--- src/rtl/aads_pkg.sv ---
// Purpose: Constants for the alarm acknowledgment and dial-out sequencer
// Assumes: 10 MHz clock, APB register access
// Notes:   Register byte offsets, field positions and reset values
package aads_pkg;
	localparam int CLK_HZ          = 10_000_000;
	localparam int TICK_MS         = 1;
	localparam int TICK_CYCLES     = CLK_HZ / 1000 * TICK_MS;
	localparam int RING_LIMIT      = 10;
	localparam int APB_AW          = 8;
	localparam logic [7:0] OFS_CTRL      = 8'h00;
	localparam logic [7:0] OFS_RECOG     = 8'h04;
	localparam logic [7:0] OFS_INTERCALL = 8'h08;
	localparam logic [7:0] OFS_MAXCALLS  = 8'h0C;
	localparam logic [7:0] OFS_RESET_T   = 8'h10;
	localparam logic [7:0] OFS_NUMCOUNT  = 8'h14;
	localparam logic [7:0] OFS_STATUS    = 8'h18;
	localparam logic [7:0] OFS_IRQ_STAT  = 8'h1C;
	localparam logic [7:0] OFS_IRQ_MASK  = 8'h20;
	localparam logic [7:0] OFS_KEYACK    = 8'h24;
	localparam int CTRL_ANSDEV_BIT = 0;
	localparam int CTRL_ENABLE_BIT = 1;
	localparam logic [1:0]  CTRL_RST      = 2'h2;
	localparam logic [15:0] RECOG_RST     = 16'h0000;
	localparam logic [15:0] INTERCALL_RST = 16'h0064;
	localparam logic [7:0]  MAXCALLS_RST  = 8'h0A;
	localparam logic [15:0] RESET_T_RST   = 16'h0000;
	localparam logic [3:0]  NUMCOUNT_RST  = 4'h1;
	localparam int IRQ_ALARM   = 0;
	localparam int IRQ_ACK     = 1;
	localparam int IRQ_CALL    = 2;
	localparam int IRQ_REARM   = 3;
	localparam int IRQ_W       = 4;
	typedef enum logic [1:0] {
		AADS_ST_NORMAL  = 2'b00,
		AADS_ST_PENDING = 2'b01,
		AADS_ST_ACKED   = 2'b10,
		AADS_ST_REARMED = 2'b11
	} aads_status_e;
	typedef enum logic [3:0] {
		SQ_IDLE    = 4'b0000,
		SQ_RECOG   = 4'b0001,
		SQ_DIAL    = 4'b0010,
		SQ_RINGOUT = 4'b0011,
		SQ_TALK    = 4'b0100,
		SQ_WAIT    = 4'b0101,
		SQ_CBRING  = 4'b0110,
		SQ_CBTALK  = 4'b0111,
		SQ_ACKED   = 4'b1000,
		SQ_REARM   = 4'b1001
	} aads_seq_e;
endpackage

--- src/rtl/aads_seq.sv ---
// Purpose: Alarm acknowledgment and dial-out sequencer with APB registers
// Assumes: Ring, busy, answer and hook inputs arrive from the line interface pins
// Notes:   Times are in milliseconds, counted on a 1 ms tick enable
`timescale 1ns/100ps
// Overview of operation
// - Callback answered after ten incoming rings
// - Answering-device mode answers on first ring
// - Hang-up after callback acknowledges, stops dial-out
// - Unanswered or machine call: wait, dial next
// - Dial list in order, wrap, stop at max
// - Max calls reached: self-acknowledge, end dial-out
// - Ack with alert present: reset time, redial
// - Reset time zero: never redial acked alarm
// - Outgoing: hang up after ten rings or busy
// - Alarm valid after recognition time persistence
module aads_seq
	import aads_pkg::*;
(
	// Clock and reset
	input  wire logic                  clk,
	input  wire logic                  srst,
	// APB slave
	input  wire logic                  psel,
	input  wire logic                  penable,
	input  wire logic                  pwrite,
	input  wire logic [aads_pkg::APB_AW-1:0] paddr,
	input  wire logic [31:0]           pwdata,
	output logic [31:0]                prdata,
	output logic                       pready,
	output logic                       pslverr,
	// Sensor and keypad pins
	input  wire logic                  alert_in,
	input  wire logic                  key_ack_in,
	// Telephone line pins
	input  wire logic                  ring_in,
	input  wire logic                  busy_in,
	input  wire logic                  answered_in,
	input  wire logic                  machine_in,
	input  wire logic                  remote_ack_in,
	input  wire logic                  far_hangup_in,
	// Line control
	output logic                       off_hook,
	output logic                       dial_strobe,
	output logic [3:0]                 dial_index,
	// Status
	output aads_pkg::aads_status_e     status,
	output logic                       irq
);
	import aads_pkg::*;

	// Two-stage synchronisers for pins
	logic [7:0] pin_raw;
	logic [7:0] pin_m_r;
	logic [7:0] pin_s_r;
	logic [7:0] pin_d_r;
	assign pin_raw = {far_hangup_in, remote_ack_in, machine_in, answered_in,
		busy_in, ring_in, key_ack_in, alert_in};
	always_ff @(posedge clk) begin
		if (srst) begin
			pin_m_r <= 8'h00;
			pin_s_r <= 8'h00;
			pin_d_r <= 8'h00;
		end else begin
			pin_m_r <= pin_raw;
			pin_s_r <= pin_m_r;
			pin_d_r <= pin_s_r;
		end
	end
	wire alert    = pin_s_r[0];
	wire key_ack  = pin_s_r[1] & ~pin_d_r[1];
	wire ring_e   = pin_s_r[2] & ~pin_d_r[2];
	wire busy     = pin_s_r[3];
	wire answered = pin_s_r[4];
	wire machine  = pin_s_r[5];
	wire rem_ack  = pin_s_r[6] & ~pin_d_r[6];
	wire far_hang = pin_s_r[7];

	// Millisecond tick divider
	logic [13:0] tick_cnt_r;
	wire         tick = (tick_cnt_r == 14'(TICK_CYCLES - 1));
	always_ff @(posedge clk) begin
		if (srst || tick) begin
			tick_cnt_r <= 14'h0000;
		end else begin
			tick_cnt_r <= tick_cnt_r + 14'h0001;
		end
	end

	// Registers
	logic [1:0]        ctrl_r;
	logic [15:0]       recog_r;
	logic [15:0]       intercall_r;
	logic [7:0]        maxcalls_r;
	logic [15:0]       reset_t_r;
	logic [3:0]        numcount_r;
	logic [IRQ_W-1:0]  irq_stat_r;
	logic [IRQ_W-1:0]  irq_mask_r;
	logic              sw_ack_r;

	// APB decode
	wire acc      = psel & penable;
	wire wr       = acc & pwrite;
	wire hit_ctrl = (paddr == OFS_CTRL);
	wire hit_rcg  = (paddr == OFS_RECOG);
	wire hit_ict  = (paddr == OFS_INTERCALL);
	wire hit_max  = (paddr == OFS_MAXCALLS);
	wire hit_rst  = (paddr == OFS_RESET_T);
	wire hit_num  = (paddr == OFS_NUMCOUNT);
	wire hit_sts  = (paddr == OFS_STATUS);
	wire hit_ist  = (paddr == OFS_IRQ_STAT);
	wire hit_msk  = (paddr == OFS_IRQ_MASK);
	wire hit_key  = (paddr == OFS_KEYACK);
	wire hit_any  = hit_ctrl | hit_rcg | hit_ict | hit_max | hit_rst | hit_num
		| hit_sts | hit_ist | hit_msk | hit_key;

	// Sequencer state
	aads_seq_e    st_r;
	aads_seq_e    st_nxt;
	logic [3:0]   ring_cnt_r;
	logic [7:0]   calls_r;
	logic [3:0]   idx_r;
	logic         acked_r;
	wire          rcg_done;
	wire          ict_done;
	wire          rst_done;
	logic         rcg_load;
	logic         ict_load;
	logic         rst_load;

	wire ack_any    = key_ack | sw_ack_r;
	wire ans_now    = ctrl_r[CTRL_ANSDEV_BIT] ? 1'b1
		: (ring_cnt_r == 4'(RING_LIMIT - 1));
	wire calls_out  = (calls_r >= maxcalls_r);
	wire call_fail  = busy | machine | (ring_e && ring_cnt_r == 4'(RING_LIMIT - 1));

	// Next-state logic
	always_comb begin
		st_nxt   = st_r;
		rcg_load = 1'b0;
		ict_load = 1'b0;
		rst_load = 1'b0;
		case (st_r)
			SQ_IDLE: begin
				if (alert && ctrl_r[CTRL_ENABLE_BIT]) begin
					st_nxt   = SQ_RECOG;
					rcg_load = 1'b1;
				end
			end
			SQ_RECOG: begin
				if (!alert) begin
					st_nxt = SQ_IDLE;
				end else if (rcg_done) begin
					st_nxt = SQ_DIAL;
				end
			end
			SQ_DIAL: begin
				st_nxt = ack_any ? SQ_ACKED : SQ_RINGOUT;
			end
			SQ_RINGOUT: begin
				if (ack_any) begin
					st_nxt = SQ_ACKED;
				end else if (answered && !machine) begin
					st_nxt = SQ_TALK;
				end else if (call_fail) begin
					st_nxt   = SQ_WAIT;
					ict_load = 1'b1;
				end
			end
			SQ_TALK: begin
				if (rem_ack || ack_any) begin
					st_nxt = SQ_ACKED;
				end else if (far_hang) begin
					st_nxt   = SQ_WAIT;
					ict_load = 1'b1;
				end
			end
			SQ_WAIT: begin
				if (ack_any) begin
					st_nxt = SQ_ACKED;
				end else if (ring_e) begin
					st_nxt = ans_now ? SQ_CBTALK : SQ_CBRING;
				end else if (ict_done) begin
					st_nxt = calls_out ? SQ_ACKED : SQ_DIAL;
				end
			end
			SQ_CBRING: begin
				if (ack_any) begin
					st_nxt = SQ_ACKED;
				end else if (ring_e && ans_now) begin
					st_nxt = SQ_CBTALK;
				end else if (ict_done) begin
					st_nxt = calls_out ? SQ_ACKED : SQ_DIAL;
				end
			end
			SQ_CBTALK: begin
				if (far_hang || rem_ack || ack_any) begin
					st_nxt = SQ_ACKED;
				end
			end
			SQ_ACKED: begin
				if (!alert) begin
					st_nxt = SQ_IDLE;
				end else if (reset_t_r != 16'h0000) begin
					st_nxt   = SQ_REARM;
					rst_load = 1'b1;
				end
			end
			SQ_REARM: begin
				if (!alert) begin
					st_nxt = SQ_IDLE;
				end else if (rst_done) begin
					st_nxt = SQ_DIAL;
				end
			end
			default: st_nxt = SQ_IDLE;
		endcase
	end

	// State and call bookkeeping
	always_ff @(posedge clk) begin
		if (srst) begin
			st_r <= SQ_IDLE;
		end else begin
			st_r <= st_nxt;
		end
	end

	// Ring counter restarts on every state change; a callback opens on its first ring
	always_ff @(posedge clk) begin
		if (srst) begin
			ring_cnt_r <= 4'h0;
		end else if (st_nxt != st_r) begin
			ring_cnt_r <= (st_nxt == SQ_CBRING) ? 4'h1 : 4'h0;
		end else if (ring_e && ring_cnt_r != 4'hF) begin
			ring_cnt_r <= ring_cnt_r + 4'h1;
		end
	end

	// Calls placed and list position, wrapping over the list
	wire entering_dial = (st_nxt == SQ_DIAL) && (st_r != SQ_DIAL);
	wire fresh_alarm   = (st_r == SQ_RECOG) || (st_r == SQ_REARM);
	always_ff @(posedge clk) begin
		if (srst) begin
			calls_r <= 8'h00;
			idx_r   <= 4'h0;
		end else if (entering_dial && fresh_alarm) begin
			calls_r <= 8'h01;
			idx_r   <= 4'h0;
		end else if (entering_dial) begin
			calls_r <= calls_r + 8'h01;
			idx_r   <= (idx_r + 4'h1 >= numcount_r) ? 4'h0 : idx_r + 4'h1;
		end
	end

	// Acknowledged flag; zero reset time leaves it held
	always_ff @(posedge clk) begin
		if (srst) begin
			acked_r <= 1'b0;
		end else if (st_nxt == SQ_IDLE) begin
			acked_r <= 1'b0;
		end else if (st_nxt == SQ_ACKED) begin
			acked_r <= 1'b1;
		end else if (st_nxt == SQ_DIAL) begin
			acked_r <= 1'b0;
		end
	end

	// Timers
	aads_timer #(.W(16)) u_rcg (
		.clk   (clk),
		.srst  (srst),
		.load  (rcg_load),
		.value (recog_r),
		.tick  (tick),
		.done  (rcg_done)
	);
	aads_timer #(.W(16)) u_ict (
		.clk   (clk),
		.srst  (srst),
		.load  (ict_load),
		.value (intercall_r),
		.tick  (tick),
		.done  (ict_done)
	);
	aads_timer #(.W(16)) u_rst (
		.clk   (clk),
		.srst  (srst),
		.load  (rst_load),
		.value (reset_t_r),
		.tick  (tick),
		.done  (rst_done)
	);

	// Status encoding
	aads_status_e status_nxt;
	always_comb begin
		case (st_nxt)
			SQ_IDLE, SQ_RECOG: status_nxt = AADS_ST_NORMAL;
			SQ_ACKED:          status_nxt = AADS_ST_ACKED;
			SQ_REARM:          status_nxt = AADS_ST_REARMED;
			default:           status_nxt = acked_r ? AADS_ST_REARMED : AADS_ST_PENDING;
		endcase
	end

	// Interrupt events
	wire [IRQ_W-1:0] ev;
	assign ev[IRQ_ALARM] = (st_r == SQ_RECOG) && (st_nxt == SQ_DIAL);
	assign ev[IRQ_ACK]   = (st_r != SQ_ACKED) && (st_nxt == SQ_ACKED);
	assign ev[IRQ_CALL]  = entering_dial;
	assign ev[IRQ_REARM] = (st_r == SQ_REARM) && (st_nxt == SQ_DIAL);
	wire [IRQ_W-1:0] w1c = (wr && hit_ist) ? pwdata[IRQ_W-1:0] : '0;

	// Register writes; events win over write-one clears
	always_ff @(posedge clk) begin
		if (srst) begin
			ctrl_r      <= CTRL_RST;
			recog_r     <= RECOG_RST;
			intercall_r <= INTERCALL_RST;
			maxcalls_r  <= MAXCALLS_RST;
			reset_t_r   <= RESET_T_RST;
			numcount_r  <= NUMCOUNT_RST;
			irq_stat_r  <= '0;
			irq_mask_r  <= '0;
			sw_ack_r    <= 1'b0;
		end else begin
			if (wr && hit_ctrl) ctrl_r      <= pwdata[1:0];
			if (wr && hit_rcg)  recog_r     <= pwdata[15:0];
			if (wr && hit_ict)  intercall_r <= pwdata[15:0];
			if (wr && hit_max)  maxcalls_r  <= pwdata[7:0];
			if (wr && hit_rst)  reset_t_r   <= pwdata[15:0];
			if (wr && hit_num)  numcount_r  <= pwdata[3:0];
			if (wr && hit_msk)  irq_mask_r  <= pwdata[IRQ_W-1:0];
			irq_stat_r <= (irq_stat_r & ~w1c) | ev;
			sw_ack_r   <= wr && hit_key && pwdata[0];
		end
	end

	// Read mux
	logic [31:0] rd_nxt;
	always_comb begin
		case (1'b1)
			hit_ctrl: rd_nxt = {30'h0, ctrl_r};
			hit_rcg:  rd_nxt = {16'h0, recog_r};
			hit_ict:  rd_nxt = {16'h0, intercall_r};
			hit_max:  rd_nxt = {24'h0, maxcalls_r};
			hit_rst:  rd_nxt = {16'h0, reset_t_r};
			hit_num:  rd_nxt = {28'h0, numcount_r};
			hit_sts:  rd_nxt = {16'h0, calls_r, idx_r, acked_r, 1'b0, status};
			hit_ist:  rd_nxt = {28'h0, irq_stat_r};
			hit_msk:  rd_nxt = {28'h0, irq_mask_r};
			default:  rd_nxt = 32'h0000_0000;
		endcase
	end

	// Outputs from flip-flops; APB answers one cycle after the setup phase, in the first access cycle
	always_ff @(posedge clk) begin
		if (srst) begin
			prdata      <= 32'h0000_0000;
			pready      <= 1'b0;
			pslverr     <= 1'b0;
			off_hook    <= 1'b0;
			dial_strobe <= 1'b0;
			dial_index  <= 4'h0;
			status      <= AADS_ST_NORMAL;
			irq         <= 1'b0;
		end else begin
			pready      <= psel & ~penable;
			pslverr     <= psel & ~penable & ~hit_any;
			prdata      <= (psel & ~penable & ~pwrite) ? rd_nxt : 32'h0000_0000;
			off_hook    <= (st_nxt == SQ_DIAL) || (st_nxt == SQ_RINGOUT)
				|| (st_nxt == SQ_TALK) || (st_nxt == SQ_CBTALK);
			dial_strobe <= entering_dial;
			dial_index  <= entering_dial ? (fresh_alarm ? 4'h0 :
				((idx_r + 4'h1 >= numcount_r) ? 4'h0 : idx_r + 4'h1)) : idx_r;
			status      <= status_nxt;
			irq         <= |((irq_stat_r & ~w1c | ev) & irq_mask_r);
		end
	end
endmodule

--- src/rtl/aads_timer.sv ---
// Purpose: Loadable down counter stepping on a tick enable
// Assumes: One clock, synchronous active-high reset
// Notes:   done is high while the count stands at zero
`timescale 1ns/100ps
module aads_timer #(
	parameter int W = 16
) (
	// Clock and reset
	input  wire logic         clk,
	input  wire logic         srst,
	// Control
	input  wire logic         load,
	input  wire logic [W-1:0] value,
	input  wire logic         tick,
	// Result
	output logic              done
);
	logic [W:0] cnt_r;

	// Load wins over counting; a non-zero load counts one extra tick because
	// the tick runs free and its first pulse may come at once, cutting the wait short
	always_ff @(posedge clk) begin
		if (srst) begin
			cnt_r <= '0;
		end else if (load) begin
			cnt_r <= (value == '0) ? '0 : {1'b0, value} + (W+1)'(1);
		end else if (tick && cnt_r != '0) begin
			cnt_r <= cnt_r - (W+1)'(1);
		end
	end

	assign done = (cnt_r == '0);
endmodule

--- config.mk ---
export PLATFORM = sky130hd
export DESIGN_NAME = aads_seq
export DESIGN_NICKNAME = d
export VERILOG_FILES = /design/src/rtl/aads_pkg.sv /design/src/rtl/aads_seq.sv /design/src/rtl/aads_timer.sv
export SDC_FILE = /design/constraint.sdc
export NUM_CORES = 1
export LEC_CHECK = 0
export BUFFER_PORTS_ARGS = -buffer_cell sky130_fd_sc_hd__buf_4
export CORE_ASPECT_RATIO = 1.4
export CORE_UTILIZATION = 40
export DETAILED_ROUTE_END_ITERATION = 10
export SETUP_SLACK_MARGIN = 0.2
export SYNTH_ARGS = -nofsm -noshare
export SYNTH_HDL_FRONTEND = slang
export SYNTH_HIERARCHICAL = 1
export SYNTH_SLANG_ARGS = --single-unit
--- constraint.sdc ---
create_clock -name clk -period 3.6 [get_ports clk]
set_input_delay 0.72 -clock clk [delete_from_list [all_inputs] [get_ports clk]]
set_output_delay 0.72 -clock clk [all_outputs]
set_load 0.03 [all_outputs]
==> out/results.tsv, run 1 <==
metric	value	unit
grt_pass1_wl	54000	um
critPathCapture	dial_index[3]	
path_class	reg2reg	
insertion_delay	520	ps
avgSynthCellArea	8.05	um^2
cts_tree	built	
hold_viol	0	
whs	410	ps
io_pins	96	
final_net_count	1533	
synth_warnings	6	
ys.flop_type	dfxtp_1	
start_util	40.7	%
rsz0062_at_grt	false	
synth_cell_types	94	
ys_async_sr_fraction	0	%
numPortBuffers	63	
r2r_slack	440	ps
multi_input_area	6680	um^2
dp_hpwl	24600	um
grt_use_total	23.5	%
p_sw	1.34	mW
dieArea	28800	um^2
gp_congestion	0.863	
final_common_cell	dfxtp_1	
utilization	46.8	%
timing.slew.headroom	50.1	%
fp.dieH	201	um
timing.rr.start	u_rst/cnt_r[0]	
layout-drive-gt1-share	13.1	%
vias_per_cell	5.80	
areaGrowthSynthToFinish	15.0	%
syn_area	11300	um^2
synth_edf_count	0	
final_max_slew_viol_count	0	
fin_setup_tns	0	ps
final_antenna_net_count	0	
crit_required	4030	ps
detail_route.iter0.violations	580	
drv_cap	0	
grt.overflow.total	0	
grt_pass1_vias	10000	
diodes	0	
grt_max_degree	114	
endpoint_kind	register	
critPathLaunch	u_rst/cnt_r[0]	
cts-root-buf	clkbuf_16	
layout_common_cells	dfxtp_1, nand2_1, nor2_1	
fillers	2786	
power.share.switching	25.4	%
fmax	0.316	GHz
wire_per_inst	18.2	um
min_from	key_ack_in	
post-route-drc-count	0	
power	5.28	mW
netlist_instances	1398	
r2r_cells	11	
worstPathMaxFanout	10	
min_path_type	in2reg	
vdd_drop_max	0.384	mV
outcome	completed	
drt_wl_total	33600	um
combinationalPowerShare	10.5	%
fin_ws	435	ps
finalSetupViolCount	0	
p_int	3.94	mW
postCtsSetupBuffers	0	
finalCritPeriodShare	87.9	%
pwr-share-seq	43.7	%
place_ws	331	ps
clk_pin_slew	70	ps
vias	10700	
core-area	27700	um^2
num_rows	72	
p_per_area	408	nW/um^2
cp-start-kind	register	
r2r_end	dial_index[3]	
first_pass_iters	6	
cts_max_level	1	
die_w	144	um
numCtsBuffers	22	
clock_power_share	45.8	%
ys_seq_area_share	36.1	%
ys_ff_latch	203	
cp.arrival	3600	ps
antenna_found_initial	0	
cts_sinks	203	
p_leak	4.69	nW
tightestPinTransition	743	ps
fin_skew	21.5	ps
ctsLongestPathBuffers	3	
seqCellArea	4060	um^2
period_needed	3160	ps
-- registers in the layout, indices dropped and copies added, names as in the netlist, 2 cells and up --
name and count:
tick_cnt_r 14, pin_d_r 3, ring_cnt_r 4, u_rst/cnt_r 17, u_ict/cnt_r 17, dial_index 4
intercall_r 16, u_rcg/cnt_r 17, pin_s_r 8, maxcalls_r 8, ctrl_r 2, pin_m_r 8
irq_mask_r 4, numcount_r 4, reset_t_r 16, recog_r 16, st_r 4, idx_r 4
calls_r 8, irq_stat_r 4, status 2, prdata 16
-- what timing repair did --
item,4_1_cts,5_1_grt
endpoints found under the hold margin,0,0
resized for setup,0,4
hold buffers,0,0
setup endpoints to repair,0,12
-- logic make-up after synthesis --
group                      synth area share (%)
and+or+nand+nor                            29.9
AOI/OAI and AO/OA                          18.7
DFF                                        36.1
buffers and inverters                      5.38
xor gates and xnor gates                   4.66
muxes                                      2.42
adders and majority gates                  2.89
other                                    0.0333
-- metal layers --
layer	part of all wire (%)	global-route usage [%]
met3	5.6	2.77
met5	0	0
met4	4.5	10.9
met2	49	40.0
met1	41	29.2
-- area by class of cell --
type                       instances  share of cell area (%)
multi-input combinational       1074                    51.6
sequential                       203                    31.4
timing repair buffer             101                    5.95
clock buffer                      31                    5.14
tap                              370                    3.58
inverter                          52                    1.51
clock inverter                     9                   0.879
-- worst max-delay path, stage by stage, from the launching register on --
cell,delay (ps)
dfxtp_1,340
inv_1,60
ha_1,210
or4b_4,530
nor2_1,150
and2_2,240
a2111oi_2,110
o21ai_1,110
o211ai_1,190
or2_1,400
or4_1,580
a21oi_1,160
-- worst min path at each step --
stage / depth (start not counted) / endpoint / slack, ps
finish: 2 / pin_m_r[1] / 410
global route: 2 / pslverr / 410
CTS: 2 / pin_m_r[1] / 400
detailed placement: 1 / pin_s_r[3] / 430
global placement: 1 / pin_s_r[2] / 420
floorplan: 1 / pin_s_r[0] / 410
-- cell usage after synthesis (17+ instances only) --
library cell | instances | area share [%]
xor2_1 | 23 | 1.8
clkbuf_1 | 51 | 1.7
or3_1 | 17 | 0.94
nand4_1 | 34 | 1.9
buf_4 | 18 | 1.2
dfxtp_1 | 203 | 36
mux2i_1 | 25 | 2.2
nand3_1 | 49 | 2.2
nor4_1 | 36 | 2.0
nor3_1 | 59 | 2.6
and3_1 | 19 | 1.1
xnor2_1 | 35 | 2.7
ha_1 | 26 | 2.9
nand2_1 | 193 | 6.4
inv_1 | 51 | 1.7
nor2_1 | 111 | 3.7
nor2b_1 | 25 | 1.4
a21oi_1 | 109 | 4.8
o21ai_0 | 30 | 1.3
-- metrics by stage --
step           instance area, um^2  instances
2_1_floorplan                11300       1413
3_3_place_gp                 12200       1800
3_5_place_dp                 12200       1800
4_1_cts                      12900       1840
5_1_grt                      12900       1840
6_report                     12900       1840
-- power groups by stage --
stage | combinational, mW | sequential (mW) | clock (mW)
floorplan | 0.364 | 2.35 | 0
global placement | 0.540 | 2.36 | 0
detailed placement | 0.547 | 2.36 | 0
CTS | 0.548 | 2.31 | 2.46
global route | 0.598 | 2.31 | 2.56
finish | 0.555 | 2.31 | 2.42
Note: power is estimated with default switching activity, not from simulation.
==> run 2, diff against run 1 <==
Settings changed: ABC_CLOCK_PERIOD_IN_PS set to 3600, CTS_CLUSTER_DIAMETER set to 60, GPL_TIMING_DRIVEN set to 0.
==> out/results.tsv, run 2 (synthesized netlist as in run 1, its figures left out) <==
metric	value	unit	change
placed_area	12200	um^2	+0.66%
p_int	4.01	mW	+1.7%
final_common_cell	dfxtp_1		
max_stage_delay	460	ps	-120 ps
min_path_type	in2reg		
fp.dieH	201	um	unchanged
p_leak	4.80	nW	+2.5%
final_net_count	1583		+3.3%
p_sw	1.40	mW	+4.1%
worstPathCellList	inv_1, ha_1, and4_1, buf_2, nor3b_4, buf_4, buf_4, a2111o_1, a21oi_2, or2_1, clkbuf_4, nor2_1, a311oi_1		
combinationalPowerShare	11.1	%	+0.6 points
worstPathMaxFanout	10		unchanged
crit_family	compound AO/OA/AOI/OAI gates		
power.share.switching	25.9	%	+0.44 points
p_per_area	409	nW/um^2	+0.26%
diodes	0		unchanged
power	5.40	mW	+2.3%
r2r_cells	13		+2
grt_max_degree	16		-86%
tightestPinTransition	834	ps	+90.8 ps
dieArea	28800	um^2	unchanged
dpl.cell_count	1843		+2.4%
period_needed	3260	ps	+98.9 ps
fin_skew	7.18	ps	-14.4 ps
layout-drive-gt1-share	12.8	%	-0.23 points
cts_tree	built		
grt_pass1_wl	56300	um	+4.3%
final_max_slew_viol_count	0		unchanged
gp_congestion	0.906		+5.0%
worstHoldPathCells	2		unchanged
vdd_drop_max	0.394	mV	+2.4%
cts_max_level	1		unchanged
core-area	27700	um^2	unchanged
clk_pin_slew	60	ps	about the same
path_buf_inv	5		+4
finalCritPeriodShare	90.7	%	+2.7 points
timing.slew.headroom	44.4	%	-5.7 points
reg_top3	u_ict/cnt_r (17), u_rcg/cnt_r (17), u_rst/cnt_r (17)		
post-route-drc-count	0		unchanged
vias_per_cell	5.79		about the same
hold_viol	0		unchanged
areaGrowthSynthToFinish	17.3	%	
endpoint_kind	register		
numCtsBuffers	23		+4.5%
crit_required	4020	ps	about the same
fin_cells	1890		+2.7%
io_pins	96		unchanged
final_antenna_net_count	0		unchanged
holdBufCountCts	0		unchanged
rsz0062_at_grt	false		
drv_cap	0		unchanged
clock_power_share	46.2	%	+0.4 points
cp.depth	13		+2
path_class	reg2reg		
grt.overflow.total	0		unchanged
dp_hpwl	26400	um	+7.2%
outcome	completed		
r2r_slack	340	ps	-100 ps
cts_sinks	203		unchanged
cp.arrival	3690	ps	+90 ps
cp-start-kind	register		
grt_pass1_vias	10500		+4.9%
finalSetupViolCount	0		unchanged
insertion_delay	520	ps	about the same
pwr-share-seq	42.8	%	-0.9 points
numPortBuffers	60		-4.8%
detail_route.iter0.violations	678		+17%
grt_use_total	24.8	%	+1.3 points
antenna_found_initial	0		unchanged
die_w	144	um	unchanged
cp_common_cell	buf_4		
fin_setup_tns	0	ps	unchanged
start_util	40.7	%	unchanged
cts-root-buf	clkbuf_16		
layout_common_cells	dfxtp_1, nand2_1, nor2_1		
vias	11000		+2.7%
fmax	0.306	GHz	-3.0%
drt_wl_total	35700	um	+6.3%
wire_per_inst	18.9	um	+3.5%
first_pass_iters	5		-1
ctsLongestPathBuffers	3		unchanged
finalInstanceArea	13200	um^2	+2.0%
num_rows	72		unchanged
crit_slowest_cell	dfxtp_1		
[run 2: cell count changes in the layout (fill, tap and decap cells not counted), sizes merged]
cell,previous run,this run
inv,54,55
bufinv,2,3
clkinv,2,5
clkinvlp,3,2
buf,101,98
clkbuf,31,80
[run 2: metrics by stage]
| step | hold slack (ps) | worst slack [ps] | util (%) |
|---|---|---|---|
| after global placement | 423 | -521 | 44.2 |
| after detailed placement | 425 | -415 | 44.2 |
| after floorplan | 414 | 589 | - |
| after global routing | 397 | 210 | 47.8 |
| final | 408 | 336 | 47.8 |
| after CTS | 393 | 232 | 47.5 |
[run 2: cell type report]
cell class / count / area (um^2)
fillers: 2776 / 14400
multi-input cells: 1074 / 6760
flip-flops and latches: 203 / 4070
clock buffers: 28 / 634
repair buffers: 66 / 508
well taps: 370 / 463
plain buffers: 84 / 414
inverters: 52 / 195
clock inverters: 13 / 166
[run 2: layer usage]
| layer | vias to the layer above | part of all wire, % | track usage, % |
|---|---|---|---|
| li1 | 5316 | - | - |
| met1 | 5229 | 41 | 29.6 |
| met2 | 322 | 49 | 42.8 |
| met3 | 83 | 5.9 | 4.15 |
| met4 | 0 | 4.1 | 11.4 |
| met5 | - | 0 | 0 |
[run 2: what timing repair did]
action | in CTS | in global routing
resized for setup | 10 | 15
setup buffers | 5 | 1
setup endpoints to repair | 38 | 18
pin swaps | 1 | 1
[run 2: power groups by stage]
stage	registers, mW	logic (mW)	clock network [mW]
after detailed placement	2.36	0.526	0
after global routing	2.31	0.651	2.63
after CTS	2.31	0.572	2.55
final	2.31	0.598	2.49
after floorplan	2.35	0.364	0
after global placement	2.36	0.525	0
[run 2: worst reg2reg max path: stages (launching register included)]
cell and delay [ps]:
dfxtp_1 460, inv_1 70, ha_1 280, and4_1 190, buf_2 160, nor3b_4 150, buf_4 170, buf_4 180
a2111o_1 430, a21oi_2 270, or2_1 220, clkbuf_4 240, nor2_1 80, a311oi_1 270
[run 2: path summary, 6_finish.rpt]
kind | end | startpoint
max reg2reg | status[0] | u_rcg/cnt_r[1]
max | status[0] | u_rcg/cnt_r[1]
min | pslverr | penable
min reg2reg | pin_s_r[6] | pin_m_r[6]
